$ cat src/logic/bclt_decoder_defines.vh
// Constants for the bit, control, literal and table instruction decoder
// Assumes one fetched 16-bit word per instr_valid_i on the system clock

`ifndef BCLT_DECODER_DEFINES_VH
`define BCLT_DECODER_DEFINES_VH

// ==========================================
// Register offsets and reset values
`define REG_CTRL 4'h0
`define REG_PORT_BASE 4'h4
`define REG_TIMER_ADDR 4'h8
`define REG_STATUS 4'hc
`define PORT_BASE_RST 12'hf00
`define TIMER_ADDR_RST 12'hf10
`define CTRL_PRESC_BIT 0

// ==========================================
// Access bank split
`define ACCESS_SPLIT 8'h60

// ==========================================
// Flag update mask positions
`define FLG_C 0
`define FLG_DIGIT_CARRY 1
`define FLG_Z 2
`define FLG_OVERFLOW 3
`define FLG_N 4

// ==========================================
// Operation codes
`define OP_NOP 6'h00
`define OP_BIT_CLEAR 6'h01
`define OP_BIT_SET 6'h02
`define OP_BIT_TOGGLE 6'h03
`define OP_BIT_TEST_CLEAR 6'h04
`define OP_BIT_TEST_SET 6'h05
`define OP_COND_BRANCH 6'h06
`define OP_REL_JUMP 6'h07
`define OP_REL_CALL 6'h08
`define OP_CALL 6'h09
`define OP_ABS_JUMP 6'h0a
`define OP_WDT_CLEAR 6'h0b
`define OP_STANDBY 6'h0c
`define OP_DEC_ADJUST 6'h0d
`define OP_SOFT_RESET 6'h0e
`define OP_PUSH 6'h0f
`define OP_POP 6'h10
`define OP_INT_RETURN 6'h11
`define OP_SUB_RETURN 6'h12
`define OP_RET_LITERAL 6'h13
`define OP_LIT_ADD 6'h14
`define OP_LIT_SUB 6'h15
`define OP_LIT_AND 6'h16
`define OP_LIT_OR 6'h17
`define OP_LIT_XOR 6'h18
`define OP_LIT_LOAD 6'h19
`define OP_LIT_MUL 6'h1a
`define OP_BANK_LOAD 6'h1b
`define OP_PTR_LOAD 6'h1c
`define OP_TABLE_READ 6'h1d
`define OP_TABLE_WRITE 6'h1e
`define OP_OTHER 6'h1f

`endif

$ cat src/logic/bit_control_literal_table_decoder.v
// Decoder for the bit, control, literal and table instruction groups
// Assumes flags and addressed file data arrive with each word, same clock
//
// Implementation choices: the placing of the registers and the address-and-strobe port.
`timescale 1ns/100ps
`include "bclt_decoder_defines.vh"

module bit_control_literal_table_decoder (
	input wire clk_sys_i,
	input wire srst_i,
	input wire instr_valid_i,
	input wire [15:0] instr_word_i,
	input wire [7:0] file_data_i,
	input wire flag_z_i,
	input wire flag_c_i,
	input wire flag_ovf_i,
	input wire flag_n_i,
	input wire [3:0] reg_addr_i,
	input wire [31:0] reg_wdata_i,
	input wire reg_wr_i,
	input wire reg_rd_i,
	output reg [31:0] reg_rdata_o,
	output reg op_valid_o,
	output reg [5:0] op_o,
	output reg exec_nop_o,
	output reg [11:0] file_addr_o,
	output reg [2:0] bit_index_o,
	output reg [7:0] literal_o,
	output reg [4:0] flag_upd_o,
	output reg tmo_pwrdn_upd_o,
	output reg skip_o,
	output reg pc_load_o,
	output reg pc_rel_o,
	output reg [10:0] pc_offset_o,
	output reg [19:0] pc_abs_o,
	output reg ret_load_o,
	output reg push_ret_o,
	output reg pop_ret_o,
	output reg fast_ret_o,
	output reg int_enable_set_o,
	output reg work_reg_load_o,
	output reg sw_reset_o,
	output reg ptr_load_o,
	output reg [1:0] ptr_sel_o,
	output reg [11:0] ptr_literal_o,
	output reg [1:0] table_mode_o,
	output reg read_pins_o,
	output reg prescaler_clr_o,
	output reg [3:0] bank_select_o
);

// ==========================================
// States
localparam ST_EXEC = 2'd0;
localparam ST_WORD2 = 2'd1;
localparam ST_DROP = 2'd2;

// ==========================================
// Helpers
function [11:0] map_addr;
	input acc;
	input [7:0] f;
	input [3:0] bank;
	begin
		if (acc)
			map_addr = {bank, f};
		else if (f >= `ACCESS_SPLIT)
			map_addr = {4'hf, f};
		else
			map_addr = {4'h0, f};
	end
endfunction

function cond_true;
	input [2:0] cc;
	input z, c, ovf, n;
	begin
		case (cc)
		3'd0: cond_true = z;
		3'd1: cond_true = ~z;
		3'd2: cond_true = c;
		3'd3: cond_true = ~c;
		3'd4: cond_true = ovf;
		3'd5: cond_true = ~ovf;
		3'd6: cond_true = n;
		default: cond_true = ~n;
		endcase
	end
endfunction

// ==========================================
// State and software registers
reg [1:0] state_reg;
reg [5:0] pend_op_reg;
reg [7:0] pend_lit_reg;
reg pend_s_reg;
reg [1:0] pend_sel_reg;
reg [3:0] bank_reg;
reg presc_assigned_reg;
reg [11:0] port_base_reg;
reg [11:0] timer_addr_reg;

reg [1:0] state_next;
reg [5:0] pend_op_next;
reg [7:0] pend_lit_next;
reg pend_s_next;
reg [1:0] pend_sel_next;
reg [3:0] bank_next;
reg [5:0] op_next;
reg nop_next;
reg [11:0] addr_next;
reg [7:0] lit_next;
reg [4:0] flg_next;
reg tmo_next, skip_next, pcl_next, rel_next;
reg [10:0] off_next;
reg [19:0] abs_next;
reg retl_next, push_next, pop_next, fast_next, inte_next;
reg wl_next, swr_next, ptrl_next;
reg [1:0] psel_next;
reg [11:0] plit_next;
reg [1:0] tmode_next;
reg pins_next, presc_next;

wire [15:0] w = instr_word_i;
wire [11:0] bit_addr = map_addr(w[8], w[7:0], bank_reg);
wire bit_hit = file_data_i[w[11:9]];
wire is_bit_mod = (w[15:12] == 4'h9) | (w[15:12] == 4'h8) |
	(w[15:12] == 4'h7);

// ==========================================
// Decode
always @* begin
	state_next = state_reg;
	pend_op_next = pend_op_reg;
	pend_lit_next = pend_lit_reg;
	pend_s_next = pend_s_reg;
	pend_sel_next = pend_sel_reg;
	bank_next = bank_reg;
	op_next = `OP_NOP;
	nop_next = 1'b0;
	addr_next = 12'h000;
	lit_next = w[7:0];
	flg_next = 5'h00;
	tmo_next = 1'b0;
	skip_next = 1'b0;
	pcl_next = 1'b0;
	rel_next = 1'b0;
	off_next = 11'h000;
	abs_next = 20'h00000;
	retl_next = 1'b0;
	push_next = 1'b0;
	pop_next = 1'b0;
	fast_next = 1'b0;
	inte_next = 1'b0;
	wl_next = 1'b0;
	swr_next = 1'b0;
	ptrl_next = 1'b0;
	psel_next = 2'h0;
	plit_next = 12'h000;
	tmode_next = 2'h0;
	pins_next = 1'b0;
	presc_next = 1'b0;
	if (instr_valid_i) begin
		case (state_reg)
		ST_DROP: begin
			// Dead second cycle or skipped word
			op_next = `OP_NOP;
			nop_next = 1'b1;
			state_next = ST_EXEC;
		end
		ST_WORD2: begin
			// Second word carries operand bits only
			op_next = pend_op_reg;
			state_next = ST_EXEC;
			if (pend_op_reg == `OP_PTR_LOAD) begin
				ptrl_next = 1'b1;
				psel_next = pend_sel_reg;
				plit_next = {pend_lit_reg[3:0], w[7:0]};
			end else begin
				pcl_next = 1'b1;
				abs_next = {w[11:0], pend_lit_reg};
				if (pend_op_reg == `OP_CALL) begin
					push_next = 1'b1;
					fast_next = pend_s_reg;
				end
			end
		end
		default: begin
			case (w[15:12])
			4'h9, 4'h8, 4'h7, 4'hb, 4'ha: begin
				addr_next = bit_addr;
				lit_next = 8'h00;
				if (w[15:12] == 4'h9)
					op_next = `OP_BIT_CLEAR;
				else if (w[15:12] == 4'h8)
					op_next = `OP_BIT_SET;
				else if (w[15:12] == 4'h7)
					op_next = `OP_BIT_TOGGLE;
				else if (w[15:12] == 4'hb)
					op_next = `OP_BIT_TEST_CLEAR;
				else
					op_next = `OP_BIT_TEST_SET;
				// Test ops: skip next word on match
				if ((w[15:12] == 4'hb && !bit_hit) ||
					(w[15:12] == 4'ha && bit_hit)) begin
					skip_next = 1'b1;
					state_next = ST_DROP;
				end
				if (is_bit_mod) begin
					pins_next = (bit_addr[11:4] ==
						port_base_reg[11:4]);
					presc_next = presc_assigned_reg &
						(bit_addr == timer_addr_reg);
				end
			end
			4'he: begin
				if (!w[11]) begin
					op_next = `OP_COND_BRANCH;
					off_next = {{3{w[7]}}, w[7:0]};
					rel_next = 1'b1;
					if (cond_true(w[10:8], flag_z_i, flag_c_i,
						flag_ovf_i, flag_n_i)) begin
						pcl_next = 1'b1;
						state_next = ST_DROP;
					end
				end else if (w[10:9] == 2'b10) begin
					op_next = `OP_CALL;
					pend_op_next = `OP_CALL;
					pend_lit_next = w[7:0];
					pend_s_next = w[8];
					state_next = ST_WORD2;
				end else if (w[10:8] == 3'b111) begin
					op_next = `OP_ABS_JUMP;
					pend_op_next = `OP_ABS_JUMP;
					pend_lit_next = w[7:0];
					state_next = ST_WORD2;
				end else if (w[10:8] == 3'b110 && w[7:6] == 2'b00) begin
					op_next = `OP_PTR_LOAD;
					pend_op_next = `OP_PTR_LOAD;
					pend_lit_next = {4'h0, w[3:0]};
					pend_sel_next = w[5:4];
					state_next = ST_WORD2;
				end else begin
					op_next = `OP_OTHER;
				end
			end
			4'hd: begin
				// Both forms always take the dead cycle
				op_next = w[11] ? `OP_REL_CALL : `OP_REL_JUMP;
				push_next = w[11];
				pcl_next = 1'b1;
				rel_next = 1'b1;
				off_next = w[10:0];
				state_next = ST_DROP;
			end
			4'hf: begin
				op_next = `OP_NOP;
				nop_next = 1'b1;
			end
			4'h0: begin
				case (w[11:8])
				4'hf: begin
					op_next = `OP_LIT_ADD;
					wl_next = 1'b1;
					flg_next = 5'h1f;
				end
				4'h8: begin
					op_next = `OP_LIT_SUB;
					wl_next = 1'b1;
					flg_next = 5'h1f;
				end
				4'hb, 4'h9, 4'ha: begin
					op_next = (w[11:8] == 4'hb) ? `OP_LIT_AND :
						(w[11:8] == 4'h9) ? `OP_LIT_OR : `OP_LIT_XOR;
					wl_next = 1'b1;
					flg_next[`FLG_Z] = 1'b1;
					flg_next[`FLG_N] = 1'b1;
				end
				4'he: begin
					op_next = `OP_LIT_LOAD;
					wl_next = 1'b1;
				end
				4'hd: op_next = `OP_LIT_MUL;
				4'hc: begin
					op_next = `OP_RET_LITERAL;
					wl_next = 1'b1;
					retl_next = 1'b1;
					pop_next = 1'b1;
					state_next = ST_DROP;
				end
				4'h1: begin
					if (w[7:4] == 4'h0) begin
						op_next = `OP_BANK_LOAD;
						bank_next = w[3:0];
					end else begin
						op_next = `OP_OTHER;
					end
				end
				4'h0: begin
					case (w[7:0])
					8'h00: begin
						op_next = `OP_NOP;
						nop_next = 1'b1;
					end
					8'h04: begin
						op_next = `OP_WDT_CLEAR;
						tmo_next = 1'b1;
					end
					8'h03: begin
						op_next = `OP_STANDBY;
						tmo_next = 1'b1;
					end
					8'h07: begin
						op_next = `OP_DEC_ADJUST;
						wl_next = 1'b1;
						flg_next[`FLG_C] = 1'b1;
					end
					8'hff: begin
						op_next = `OP_SOFT_RESET;
						swr_next = 1'b1;
					end
					8'h05: begin
						op_next = `OP_PUSH;
						push_next = 1'b1;
					end
					8'h06: begin
						op_next = `OP_POP;
						pop_next = 1'b1;
					end
					8'h10, 8'h11, 8'h12, 8'h13: begin
						op_next = w[1] ? `OP_SUB_RETURN :
							`OP_INT_RETURN;
						inte_next = ~w[1];
						fast_next = w[0];
						retl_next = 1'b1;
						pop_next = 1'b1;
						state_next = ST_DROP;
					end
					8'h08, 8'h09, 8'h0a, 8'h0b,
					8'h0c, 8'h0d, 8'h0e, 8'h0f: begin
						// Second cycle moves the program memory data
						op_next = w[2] ? `OP_TABLE_WRITE :
							`OP_TABLE_READ;
						tmode_next = w[1:0];
						state_next = ST_DROP;
					end
					default: op_next = `OP_OTHER;
					endcase
				end
				default: op_next = `OP_OTHER;
				endcase
			end
			// Byte-oriented words are passed on undecoded
			default: op_next = `OP_OTHER;
			endcase
		end
		endcase
	end
end

// ==========================================
// Registered outputs
always @(posedge clk_sys_i) begin
	if (srst_i) begin
		state_reg <= ST_EXEC;
		pend_op_reg <= `OP_NOP;
		pend_lit_reg <= 8'h00;
		pend_s_reg <= 1'b0;
		pend_sel_reg <= 2'h0;
		bank_reg <= 4'h0;
		op_valid_o <= 1'b0;
		op_o <= `OP_NOP;
		exec_nop_o <= 1'b0;
		file_addr_o <= 12'h000;
		literal_o <= 8'h00;
		bit_index_o <= 3'h0;
		flag_upd_o <= 5'h00;
		tmo_pwrdn_upd_o <= 1'b0;
		skip_o <= 1'b0;
		pc_load_o <= 1'b0;
		pc_rel_o <= 1'b0;
		pc_offset_o <= 11'h000;
		pc_abs_o <= 20'h00000;
		ret_load_o <= 1'b0;
		push_ret_o <= 1'b0;
		pop_ret_o <= 1'b0;
		fast_ret_o <= 1'b0;
		int_enable_set_o <= 1'b0;
		work_reg_load_o <= 1'b0;
		sw_reset_o <= 1'b0;
		ptr_load_o <= 1'b0;
		ptr_sel_o <= 2'h0;
		ptr_literal_o <= 12'h000;
		table_mode_o <= 2'h0;
		read_pins_o <= 1'b0;
		prescaler_clr_o <= 1'b0;
		bank_select_o <= 4'h0;
	end else begin
		state_reg <= state_next;
		pend_op_reg <= pend_op_next;
		pend_lit_reg <= pend_lit_next;
		pend_s_reg <= pend_s_next;
		pend_sel_reg <= pend_sel_next;
		bank_reg <= bank_next;
		op_valid_o <= instr_valid_i;
		op_o <= op_next;
		exec_nop_o <= nop_next;
		file_addr_o <= addr_next;
		literal_o <= lit_next;
		bit_index_o <= w[11:9];
		flag_upd_o <= flg_next;
		tmo_pwrdn_upd_o <= tmo_next;
		skip_o <= skip_next;
		pc_load_o <= pcl_next;
		pc_rel_o <= rel_next;
		pc_offset_o <= off_next;
		pc_abs_o <= abs_next;
		ret_load_o <= retl_next;
		push_ret_o <= push_next;
		pop_ret_o <= pop_next;
		fast_ret_o <= fast_next;
		int_enable_set_o <= inte_next;
		work_reg_load_o <= wl_next;
		sw_reset_o <= swr_next;
		ptr_load_o <= ptrl_next;
		ptr_sel_o <= psel_next;
		ptr_literal_o <= plit_next;
		table_mode_o <= tmode_next;
		read_pins_o <= pins_next;
		prescaler_clr_o <= presc_next;
		bank_select_o <= bank_next;
	end
end

// ==========================================
// Register port
always @(posedge clk_sys_i) begin
	if (srst_i) begin
		presc_assigned_reg <= 1'b0;
		port_base_reg <= `PORT_BASE_RST;
		timer_addr_reg <= `TIMER_ADDR_RST;
		reg_rdata_o <= 32'h00000000;
	end else begin
		if (reg_wr_i) begin
			if (reg_addr_i == `REG_CTRL)
				presc_assigned_reg <= reg_wdata_i[`CTRL_PRESC_BIT];
			if (reg_addr_i == `REG_PORT_BASE)
				port_base_reg <= reg_wdata_i[11:0];
			if (reg_addr_i == `REG_TIMER_ADDR)
				timer_addr_reg <= reg_wdata_i[11:0];
		end
		// Data valid only the cycle after the strobe
		reg_rdata_o <= 32'h00000000;
		if (reg_rd_i) begin
			case (reg_addr_i)
			`REG_CTRL: reg_rdata_o <= {31'h0, presc_assigned_reg};
			`REG_PORT_BASE: reg_rdata_o <= {20'h0, port_base_reg};
			`REG_TIMER_ADDR: reg_rdata_o <= {20'h0, timer_addr_reg};
			`REG_STATUS: reg_rdata_o <= {20'h0, pend_op_reg,
				state_reg, bank_reg};
			default: reg_rdata_o <= 32'h00000000;
			endcase
		end
	end
end

endmodule // bit_control_literal_table_decoder

$ cat config.mk
export PLATFORM = sky130hd
export DESIGN_NAME = bit_control_literal_table_decoder
export DESIGN_NICKNAME = d
export VERILOG_FILES = /design/src/logic/bit_control_literal_table_decoder.v
export VERILOG_INCLUDE_DIRS = /design/src /design/src/logic
export SDC_FILE = /design/constraint.sdc
export NUM_CORES = 1
export LEC_CHECK = 0
export ABC_AREA = 1
export BUFFER_PORTS_ARGS = -buffer_cell sky130_fd_sc_hd__buf_2
export CORE_MARGIN = 2
export CORE_UTILIZATION = 55
export DETAILED_ROUTE_END_ITERATION = 16
export PLACE_DENSITY_LB_ADDON = 0.2
export SETUP_SLACK_MARGIN = 0.15
export SLEW_MARGIN = 25
export SYNTH_ARGS = -nofsm -noshare
export SYNTH_HDL_FRONTEND = slang
export SYNTH_SLANG_ARGS = --single-unit
$ cat constraint.sdc
create_clock -name clk_sys_i -period 2.9 [get_ports clk_sys_i]
set_clock_uncertainty 0.05 [all_clocks]
set_input_delay 0 -clock clk_sys_i [delete_from_list [all_inputs] [get_ports clk_sys_i]]
set_output_delay 0 -clock clk_sys_i [all_outputs]
set_load 0.005 [all_outputs]
==> impl_metrics.csv, run 1 <==
group,metric,value,unit
clock_tree,cts.path.max_buffers,2,
worst_setup_path,crit_path_max_cell_delay,580,ps
floorplanning,coreArea,11400,um^2
timing,worstMarginPinSlew,864,ps
timing,finalMaxSlewViolations,0,
floorplanning,effective_utilization_at_floorplan,55.9,%
floorplanning,die_w,111,um
worst_setup_path,worst_r2r_path_cells,7,
clock_tree,postCtsSetupBuffers,0,
detailed_routing,dr.pass1.iters,8,
synth,post_synth.cell_area_avg,7.52,um^2
worst_setup_path,critical-path-top-cell-by-count,"sky130_fd_sc_hd__inv_1",
final_layout,nNetsFinal,1107,
clock_tree,post_cts_hold_buffer_count,35,
grt,vias_in_the_first_global_route,5905,
hold_path,holdCritPathClass,"primary input to flip-flop",
worst_setup_path,cp.buffers_inverters,3,
synth,yosysTopAreaCellShare,47.9,%
clock_tree,cts_num_sinks,152,
worst_setup_path,critPathSlowestCell,"sky130_fd_sc_hd__dlygate4sd3_1",
synth,synth.area.top_cells,"sky130_fd_sc_hd__dfxtp_1 (48%), sky130_fd_sc_hd__nand2_1 (8.0%), sky130_fd_sc_hd__nor2_1 (8.0%)",
timing,finalHoldViolations,0,
synth,cell_type_contributing_the_most_total_cell_area_after_synthesis,"sky130_fd_sc_hd__dfxtp_1",
timing,timing.final.ws_setup,301,ps
timing,period_share,89.6,%
synth,synth_top_flop_cell,"sky130_fd_sc_hd__dfxtp_1",
timing,fin_tns_setup,0,ps
floorplanning,io_pins,202,
worst_setup_path,reg2reg_end,"pc_offset_o[9]",
power_and_ir_drop,power_density_relative_to_cell_area,625,nW/um^2
final_layout,final_core_util,71.8,%
power_and_ir_drop,cellLeakagePower,4.00,nW
floorplanning,die_outline_area,12400,um^2
worst_setup_path,cp_cell_sequence,"inv_1, ha_1, nand2_1, nor2_1, inv_1, a21oi_1, dlygate4sd3_1",
final_layout,top_register,"pc_abs_o",
power_and_ir_drop,irDropWorstVdd,0.000532,V
timing,finalWorstPathRequiredPeriod,2600,ps
grt,grt_pass1_wl,29200,um
synth,synth.ff_latch_count,152,
clock_tree,clk_pin_slew_worst_paths,60,ps
clock_tree,cts_made_buffers,17,
detailed_routing,finalWirelength,18200,um
worst_setup_path,critical_path.startpoint_type,"flip-flop",
outcome,status,"complete, no violations",
job,drv.max_cap_violation_count,0,
detailed_routing,routed_via_density,5.37,
detailed_routing,drc_errors,0,
worst_setup_path,critPathArrivalTime,2900,ps
timing,finalHoldWorstSlack,13.5,ps
detailed_routing,postRouteAntennaNets,0,
clock_tree,cts_resized,0,
worst_setup_path,worst-path-stages,7,
timing,fmax,0.385,GHz
synth,ys_async_sr_fraction,0,%
grt,grt-ovfl-total,0,
timing,maxSlewHeadroom,42.0,%
detailed_routing,post_drt_wl_per_cell,15.3,um
floorplanning,die_height,111,um
final_layout,layout-drive-gt1-share,21.6,%
worst_setup_path,worst_setup_path_startpoint,"state_reg[0]",
synth,syn_inst,845,
synth,synth.cell_area,6350,um^2
synth,synth_cell_types,39,
worst_setup_path,critical_path.reg2reg.startpoint,"state_reg[0]",
synth,yosysMostFrequentCell,"sky130_fd_sc_hd__dfxtp_1",
worst_setup_path,critical_path.endpoint_type,"flip-flop",
synth,post_synth_most_frequent_cells,"sky130_fd_sc_hd__dfxtp_1 (152), sky130_fd_sc_hd__nand2_1 (136), sky130_fd_sc_hd__nor2_1 (136)",
clock_tree,ctsHtreeMaxLevel,4,
final_layout,final_area,8170,um^2
place,placed_area,7150,um^2
place,detailedPlace.worstSlack,652,ps
timing,unrepaired_setup_endpoints_after_global_routing,"no",
timing,finalSetupViolations,0,
detailed_routing,routed-via-count,6398,
worst_setup_path,endpoint,"pc_offset_o[9]",
worst_setup_path,worst-r2r-setup-slack,300,ps
worst_setup_path,path_delay_family,"buffers and inverters",
grt,grt_antenna_before_repair,0,
synth,synth.yosys.seq_area_share,47.9,%
clock_tree,clk_root_buffer_cell,"sky130_fd_sc_hd__clkbuf_16",
final_layout,largest_register_ff_count,20,
worst_setup_path,worst-setup-path-type,"flip-flop to flip-flop",
synth,synth.yosys.warnings,0,
grt,grt_util_all_layers,29.1,%
clock_tree,tritoncts,"done",
worst_setup_path,cp.required,3200,ps
clock_tree,worst_skew_pair.late_latency,410,ps
floorplanning,num_rows,39,
final_layout,antenna-diode-count,0,
place,buffer_ports.inserted,160,
place,routabilityCongestion,0.982,
final_layout,synthToLayoutAreaGrowth,28.6,%
place,dp_hpwl,12500,um
synth,synth_enable_flop_cells,0,
grt,grt_max_degree,25,
detailed_routing,drt_iter0_drc,788,
worst_setup_path,critical_path.max_fanout,12,
[cell families (layout without fill, tap and decap cells)]
family                     after synthesis  after routing  share of synthesized area [%]
adders and majority gates                2              2                          0.394
other                                    1             21                         0.0590
xor gates and xnor gates                10             10                           1.38
buffers and inverters                  175            359                           12.1
and+or+nand+nor                        365            365                           25.2
AOI/OAI and AO/OA                      140            140                           13.0
DFF                                    152            152                           47.9
[where the power goes]
group	leakage [nW]	internal [mW]	switching [mW]
Sequential	1.23	2.13	0.0178
Clock	0.320	1.61	0.862
Combinational	2.45	0.166	0.321
Total	4.00	3.91	1.20
[placed cells by master, fill, tap and decap left out, types with 3 or more instances in the layout]
cell type | synthesis | layout
sky130_fd_sc_hd__nor3_1 | 15 | 15
sky130_fd_sc_hd__buf_2 | 9 | 160
sky130_fd_sc_hd__nor2_2 | 6 | 6
sky130_fd_sc_hd__clkinv_1 | 4 | 4
sky130_fd_sc_hd__bufinv_16 | 0 | 5
sky130_fd_sc_hd__o31ai_1 | 3 | 3
sky130_fd_sc_hd__o22ai_1 | 5 | 5
sky130_fd_sc_hd__nor3_2 | 6 | 6
sky130_fd_sc_hd__nor2_1 | 136 | 136
sky130_fd_sc_hd__nor4_1 | 4 | 4
sky130_fd_sc_hd__xor2_1 | 8 | 8
sky130_fd_sc_hd__nor2_4 | 3 | 3
sky130_fd_sc_hd__nand2_1 | 136 | 136
sky130_fd_sc_hd__o221ai_1 | 9 | 9
sky130_fd_sc_hd__inv_2 | 14 | 14
sky130_fd_sc_hd__dfxtp_1 | 152 | 152
sky130_fd_sc_hd__clkbuf_16 | 0 | 17
sky130_fd_sc_hd__a21oi_1 | 53 | 53
sky130_fd_sc_hd__a221oi_1 | 3 | 3
sky130_fd_sc_hd__clkbuf_1 | 12 | 3
sky130_fd_sc_hd__clkbuf_8 | 0 | 3
sky130_fd_sc_hd__buf_4 | 25 | 5
sky130_fd_sc_hd__conb_1 | 1 | 21
sky130_fd_sc_hd__o21ai_0 | 37 | 37
sky130_fd_sc_hd__o211ai_1 | 15 | 15
sky130_fd_sc_hd__inv_1 | 109 | 109
sky130_fd_sc_hd__a211oi_1 | 4 | 4
sky130_fd_sc_hd__nand4_1 | 9 | 9
sky130_fd_sc_hd__nand3_1 | 46 | 46
sky130_fd_sc_hd__o21ai_1 | 5 | 5
sky130_fd_sc_hd__dlygate4sd3_1 | 0 | 35
[cell type report]
type,count,area (um^2)
Fill cell,891,3200
Sequential cell,152,3040
Multi-Input combinational cell,538,2620
Timing Repair Buffer,200,1190
Clock buffer,23,478
Inverter,127,477
Clock inverter,9,186
Tap cell,143,179
[stage by stage]
| step | power, mW | instances |
|---|---|---|
| 3_3_place_gp | 2.63 | 1125 |
| 3_5_place_dp | 2.63 | 1125 |
| 6_report | 5.11 | 1192 |
| 5_1_grt | 5.27 | 1192 |
| 4_1_cts | 5.10 | 1192 |
| 2_1_floorplan | 2.49 | 865 |
[tightest hold or removal path: stages]
cell and delay, ps:
sky130_fd_sc_hd__buf_2 80, sky130_fd_sc_hd__o211ai_1 90, sky130_fd_sc_hd__nand2_1 90, sky130_fd_sc_hd__a21oi_1 70
sky130_fd_sc_hd__o22ai_1 90
[metal layers]
layer | track usage, % | share of wire [%] | up-vias | wire length, um
met5 | 0 | 0 | - | 0
met4 | 10.4 | 2.9 | 0 | 524
met3 | 5.93 | 9.3 | 52 | 1690
met2 | 47.4 | 45 | 377 | 8190
met1 | 38.6 | 43 | 2915 | 7820
li1 | - | - | 3054 | -
[worst min-delay path by stage]
stage                                from           endpoint  slack [ps]  cells after the start
after floorplan                    srst_i         op_valid_o          50                      1
after global placement     reg_wdata_i[8]   port_base_reg[8]         180                      3
after detailed placement  reg_wdata_i[10]  port_base_reg[10]         190                      3
after CTS                        flag_c_i          pc_load_o           2                      5
after global routing      instr_word_i[1]   ptr_literal_o[1]          60                      3
final                            flag_c_i          pc_load_o          10                      5
Power figures use the tool's default switching activity.
==> run 2, diff against run 1 <==
- CTS_BUF_LIST: unset -> sky130_fd_sc_hd__clkbuf_8
==> run 2 against run 1 <==
Against the previous run:
- register-to-register slack gained 30 ps
- fmax grew 1.1%
- sequential power is essentially flat
- non-clock buffer count grew 5
- critical endpoint unchanged
- largest power group is now registers
==> impl_metrics.csv, run 2 (same netlist as run 1, synthesis figures left out) <==
group,metric,value,unit
outcome,status,"complete, no violations",
floorplanning,effective_utilization_at_floorplan,55.9,%
power_and_ir_drop,irDropWorstVdd,0.000383,V
clock_tree,cts_num_sinks,152,
final_layout,top_register,"pc_abs_o",
floorplanning,io_pins,202,
timing,finalHoldViolations,0,
final_layout,layout_common_cells,"sky130_fd_sc_hd__buf_2 (160), sky130_fd_sc_hd__dfxtp_1 (152), sky130_fd_sc_hd__nand2_1 (136), sky130_fd_sc_hd__nor2_1 (136), sky130_fd_sc_hd__inv_1 (112)",
detailed_routing,post_drt_wl_per_cell,15.0,um
final_layout,synthToLayoutAreaGrowth,26.3,%
detailed_routing,dr.pass1.iters,6,
worst_setup_path,critical_path.max_fanout,12,
timing,period_share,88.6,%
timing,finalWorstPathRequiredPeriod,2570,ps
final_layout,largest_register_ff_count,20,
hold_path,holdCritPathClass,"primary input to flip-flop",
floorplanning,die_outline_area,12400,um^2
detailed_routing,routed_via_density,5.30,
timing,unrepaired_setup_endpoints_after_global_routing,"no",
grt,grt_max_degree,25,
detailed_routing,postRouteAntennaNets,0,
worst_setup_path,worst-setup-path-type,"flip-flop to flip-flop",
clock_tree,ctsHtreeMaxLevel,4,
grt,grt-ovfl-total,0,
worst_setup_path,cp.required,3230,ps
timing,finalSetupViolations,0,
grt,grt_util_all_layers,28.5,%
worst_setup_path,critical_path.startpoint_type,"flip-flop",
worst_setup_path,critPathArrivalTime,2900,ps
floorplanning,coreArea,11400,um^2
clock_tree,tritoncts,"done",
final_layout,layout_commonest_cell,"sky130_fd_sc_hd__buf_2",
detailed_routing,drc_errors,0,
power_and_ir_drop,overall_power_after_layout,4.52,mW
clock_tree,clk_root_buffer_cell,"sky130_fd_sc_hd__clkbuf_8",
detailed_routing,drt_iter0_drc,601,
power_and_ir_drop,cellLeakagePower,3.96,nW
power_and_ir_drop,pwr-share-clk,41.6,%
job,drv.max_cap_violation_count,0,
clock_tree,cts_resized,0,
clock_tree,cts.path.max_buffers,2,
power_and_ir_drop,power_density_relative_to_cell_area,563,nW/um^2
floorplanning,die_height,111,um
grt,grt_antenna_before_repair,0,
worst_setup_path,critical_path.endpoint_type,"flip-flop",
floorplanning,num_rows,39,
clock_tree,worst_skew_pair.late_latency,430,ps
clock_tree,cts_made_buffers,17,
grt,grt_pass1_wl,28500,um
place,routabilityCongestion,0.982,
power_and_ir_drop,switchingPower,1.12,mW
final_layout,layout-drive-gt1-share,21.5,%
power_and_ir_drop,power_frac_comb,10.9,%
power_and_ir_drop,share_of_total_power_consumed_by_net_switching,24.8,%
worst_setup_path,worst_r2r_path_cells,7,
timing,worstMarginPinSlew,861,ps
place,buffer_ports.inserted,160,
final_layout,final_core_util,70.6,%
hold_path,min_delay_path_depth,5,
floorplanning,die_w,111,um
detailed_routing,routed-via-count,6340,
final_layout,nNetsFinal,1112,
place,dp_hpwl,12500,um
clock_tree,clk_pin_slew_worst_paths,90,ps
power_and_ir_drop,p_int,3.40,mW
final_layout,antenna-diode-count,0,
grt,vias_in_the_first_global_route,5732,
clock_tree,postCtsSetupBuffers,0,
timing,fmax,0.389,GHz
detailed_routing,finalWirelength,18000,um
timing,fin_tns_setup,0,ps
timing,finalMaxSlewViolations,0,
timing,maxSlewHeadroom,42.2,%
power_and_ir_drop,seqPwrFrac,47.5,%
## run 2: cell count changes in the layout (fill, tap and decap cells not counted), sizes merged
| cell | delta |
|---|---|
| clkbuf | -3 |
| dlygate4sd3 | +5 |
| inv | +3 |
## run 2: stage by stage
| stage | setup slack (ps) | instances | area, um^2 | hold slack, ps |
|---|---|---|---|---|
| after floorplan | 1200 | 865 | 6430 | 50.7 |
| after global placement | 635 | 1125 | 7150 | 181 |
| after detailed placement | 652 | 1125 | 7150 | 186 |
| after CTS | 424 | 1197 | 8030 | 16.5 |
| after global routing | 192 | 1197 | 8030 | 65.2 |
| final | 330 | 1197 | 8030 | 47.3 |
## run 2: worst max-delay path, cell delays in order, from the launching register on
cell                            delay [ps]
sky130_fd_sc_hd__dfxtp_1               370
sky130_fd_sc_hd__inv_1                  60
sky130_fd_sc_hd__ha_1                  520
sky130_fd_sc_hd__nand2_1               200
sky130_fd_sc_hd__nor2_1                390
sky130_fd_sc_hd__inv_1                 180
sky130_fd_sc_hd__a21oi_1               160
sky130_fd_sc_hd__dlygate4sd3_1         580
## run 2: area by class of cell
type	instances	area, um^2
Clock inverter	12	198
Tap cell	143	179
Fill cell	918	3340
Clock buffer	20	275
Multi-Input combinational cell	538	2620
Sequential cell	152	3040
Timing Repair Buffer	205	1240
Inverter	127	477
## run 2: final timing paths
check	slack [ps]	endpoint	start
worst max-delay path	330	pc_offset_o[9]	state_reg[0]
worst min-delay path	50	exec_nop_o	instr_word_i[15]
worst max register to register	330	pc_offset_o[9]	state_reg[0]
worst min register to register	380	ptr_sel_o[1]	pend_sel_reg[1]
## run 2: routing by layer
layer  track usage (%)  up-vias  routed length, um
met1              38.7     2895               7730
met5                 0        -                  0
met3              5.93       36               1730
li1                  -     3066                  -
met2              45.7      343               8140
met4              9.88        0                406
## run 2: what timing repair did
action | in CTS | in global routing
endpoints found under the setup margin | 0 | 0
hold buffers | 40 | 0
endpoints found under the hold margin | 91 | 0
## run 2: power groups by stage
stage          combinational [mW]  clock (mW)  sequential [mW]
6_report                    0.492        1.88             2.15
5_1_grt                     0.543        1.99             2.15
4_1_cts                     0.479        1.90             2.15
3_5_place_dp                0.435           0             2.19
3_3_place_gp                0.435           0             2.19
2_1_floorplan               0.297           0             2.20
==> run 3, diff against run 2 <==
- CORE_UTILIZATION: 55 -> 40
==> run 3 against run 2 <==
Against the previous run:
- flip-flop and latch count unchanged
- die area up 36%
- wire length rose by 3.6%
- setup slack improved by 43 ps
- cell count up 6.3%
- combinational power about the same
- sequential share of layout area about the same
- final area barely moved
- register-to-register slack improved by 150 ps
- global-route usage down 6.3 points
- critical path depth increased by 4
==> impl_metrics.csv, run 3 (same netlist as run 1, synthesis figures left out) <==
group,metric,value,unit
outcome,status,"complete, no violations",
worst_setup_path,critical_path.max_fanout,11,
hold_path,holdCritPathClass,"primary input to flip-flop",
floorplanning,num_rows,46,
final_layout,layout-drive-gt1-share,21.2,%
clock_tree,worst_skew_pair.late_latency,450,ps
grt,global_route_hottest_layer,"met2",
timing,timing.final.ws_setup,373,ps
worst_setup_path,cp.buffers_inverters,6,
detailed_routing,dr.pass1.iters,5,
hold_path,min_delay_path_depth,5,
timing,unrepaired_setup_endpoints_after_global_routing,"no",
final_layout,nNetsFinal,1115,
clock_tree,cts.path.max_buffers,2,
grt,grt-ovfl-total,0,
worst_setup_path,critical-path-top-cell-by-count,"sky130_fd_sc_hd__dlygate4sd3_1",
place,detailedPlace.worstSlack,641,ps
worst_setup_path,worst-r2r-setup-slack,480,ps
grt,grt_max_degree,44,
final_layout,multi_input_area,2620,um^2
worst_setup_path,worst_r2r_path_cells,7,
detailed_routing,routed-via-count,6105,
grt,grt_util_all_layers,22.3,%
worst_setup_path,critical_path.endpoint_type,"flip-flop",
power_and_ir_drop,power_density_relative_to_cell_area,508,nW/um^2
place,routabilityCongestion,0.937,
detailed_routing,drt_iter0_drc,529,
grt,use_met1,30.1,%
timing,finalSetupViolations,0,
power_and_ir_drop,p_int,2.97,mW
power_and_ir_drop,switchingPower,1.10,mW
clock_tree,ctsHtreeMaxLevel,4,
timing,fin_tns_setup,0,ps
worst_setup_path,critical_path.startpoint_type,"primary input",
final_layout,final.fill_count,1608,
final_layout,largest_register_ff_count,20,
worst_setup_path,path_delay_family,"buffers and inverters",
worst_setup_path,cp_cell_sequence,"dlygate4sd3_1, buf_2, nor2_1, inv_1, nor3_2, inv_2, nor2_4, nand2_1, dlygate4sd3_1, o211ai_1, dlygate4sd3_1",
worst_setup_path,critPathSlowestCell,"sky130_fd_sc_hd__dlygate4sd3_1",
hold_path,min-delay-start,"instr_word_i[14]",
detailed_routing,routed_via_density,4.80,
floorplanning,coreArea,15700,um^2
floorplanning,die_height,130,um
final_layout,layout_common_cells,"sky130_fd_sc_hd__buf_2 (160), sky130_fd_sc_hd__dfxtp_1 (152), sky130_fd_sc_hd__nand2_1 (136), sky130_fd_sc_hd__nor2_1 (135), sky130_fd_sc_hd__inv_1 (113)",
timing,finalWorstPathRequiredPeriod,2530,ps
clock_tree,clk_pin_slew_worst_paths,80,ps
clock_tree,tritoncts,"done",
power_and_ir_drop,overall_power_after_layout,4.08,mW
worst_setup_path,critPathArrivalTime,2880,ps
worst_setup_path,crit_path_max_cell_delay,560,ps
power_and_ir_drop,pwr-share-clk,35.3,%
floorplanning,io_pins,202,
worst_setup_path,worst-setup-path-type,"primary input to flip-flop",
floorplanning,die_outline_area,16900,um^2
grt,globalRouteMet2Util,34.8,%
clock_tree,cts_num_sinks,152,
grt,grt_antenna_before_repair,0,
power_and_ir_drop,share_of_total_power_consumed_by_net_switching,27.1,%
power_and_ir_drop,cellLeakagePower,3.90,nW
power_and_ir_drop,power_frac_comb,12.1,%
final_layout,final_core_util,51.1,%
timing,worstMarginPinSlew,802,ps
detailed_routing,finalWirelength,18700,um
worst_setup_path,cp.required,3250,ps
power_and_ir_drop,seqPwrFrac,52.6,%
floorplanning,effective_utilization_at_floorplan,40.4,%
floorplanning,die_w,130,um
timing,fmax,0.396,GHz
grt,vias_in_the_first_global_route,5505,
worst_setup_path,critical_path.reg2reg.startpoint,"state_reg[0]",
detailed_routing,drc_errors,0,
timing,period_share,87.1,%
final_layout,antenna-diode-count,0,
job,drv.max_cap_violation_count,0,
detailed_routing,post_drt_wl_per_cell,14.7,um
timing,maxSlewHeadroom,46.2,%
clock_tree,cts_made_buffers,17,
grt,grt_pass1_wl,28900,um
worst_setup_path,reg2reg_end,"pc_offset_o[10]",
final_layout,seq_area,3040,um^2
clock_tree,clk_root_buffer_cell,"sky130_fd_sc_hd__clkbuf_8",
hold_path,whs_endpoint,"exec_nop_o",
final_layout,synthToLayoutAreaGrowth,26.3,%
final_layout,layout_commonest_cell,"sky130_fd_sc_hd__buf_2",
timing,finalMaxSlewViolations,0,
detailed_routing,postRouteAntennaNets,0,
final_layout,top_register,"pc_abs_o",
grt,globalRouteMet3Util,5.08,%
place,dp_hpwl,13500,um
timing,finalHoldViolations,0,
power_and_ir_drop,irDropWorstVdd,0.000274,V
place,buffer_ports.inserted,160,
==> run 3: worst reg2reg max path: cells and delay by family (launching register included) <==
family                   cells  cell delay, ps
buffers and inverters        3             790
adder cells (fa/ha/maj)      1             500
AND/OR/NAND/NOR              2             500
flip-flops                   1             380
AO/OA/AOI/OAI                1             140
==> run 3: layer usage <==
metal	vias up	routed length, um
met2	249	8350
li1	3069	-
met5	-	0
met4	0	422
met1	2749	8690
met3	38	1200
==> run 3: final cells by class <==
type / instances / share of cell area (%)
clock inverters: 13 / 1.15
repair buffers: 208 / 15.9
clock buffers: 18 / 3.09
flip-flops and latches: 152 / 37.9
multi-input cells: 538 / 32.7
well taps: 216 / 3.37
inverters: 127 / 5.94
==> run 3: what timing repair did <==
item | in CTS | in global routing
setup endpoints to repair | 0 | 2
endpoints found under the hold margin | 99 | 0
resized for setup | 0 | 3
hold buffers | 45 | 0
setup buffers | 0 | 0
==> run 3: worst max-delay path by stage <==
stage                             start                 to  cells after the start
after floorplan            state_reg[0]         fast_ret_o                      8
after global placement     state_reg[0]        read_pins_o                      8
after detailed placement   state_reg[0]        read_pins_o                      8
after CTS                 reg_addr_i[0]  port_base_reg[10]                     11
after global routing      reg_addr_i[0]  port_base_reg[10]                     11
final                     reg_addr_i[0]  port_base_reg[10]                     11
==> run 3: power groups by stage <==
| stage | Sequential (mW) | Combinational, mW | Clock (mW) |
|---|---|---|---|
| finish | 2.15 | 0.491 | 1.44 |
| global route | 2.15 | 0.549 | 1.56 |
| CTS | 2.15 | 0.483 | 1.46 |
| detailed placement | 2.19 | 0.440 | 0 |
| global placement | 2.20 | 0.442 | 0 |
| floorplan | 2.20 | 0.297 | 0 |
==> run 3: per-stage QoR <==
step | area (um^2) | cells | hold slack (ps)
6_report | 8030 | 1272 | 51.1
3_3_place_gp | 7230 | 1196 | 183
2_1_floorplan | 6430 | 865 | 50.7
4_1_cts | 8020 | 1272 | 23.7
5_1_grt | 8030 | 1272 | 85.9
3_5_place_dp | 7230 | 1196 | 188
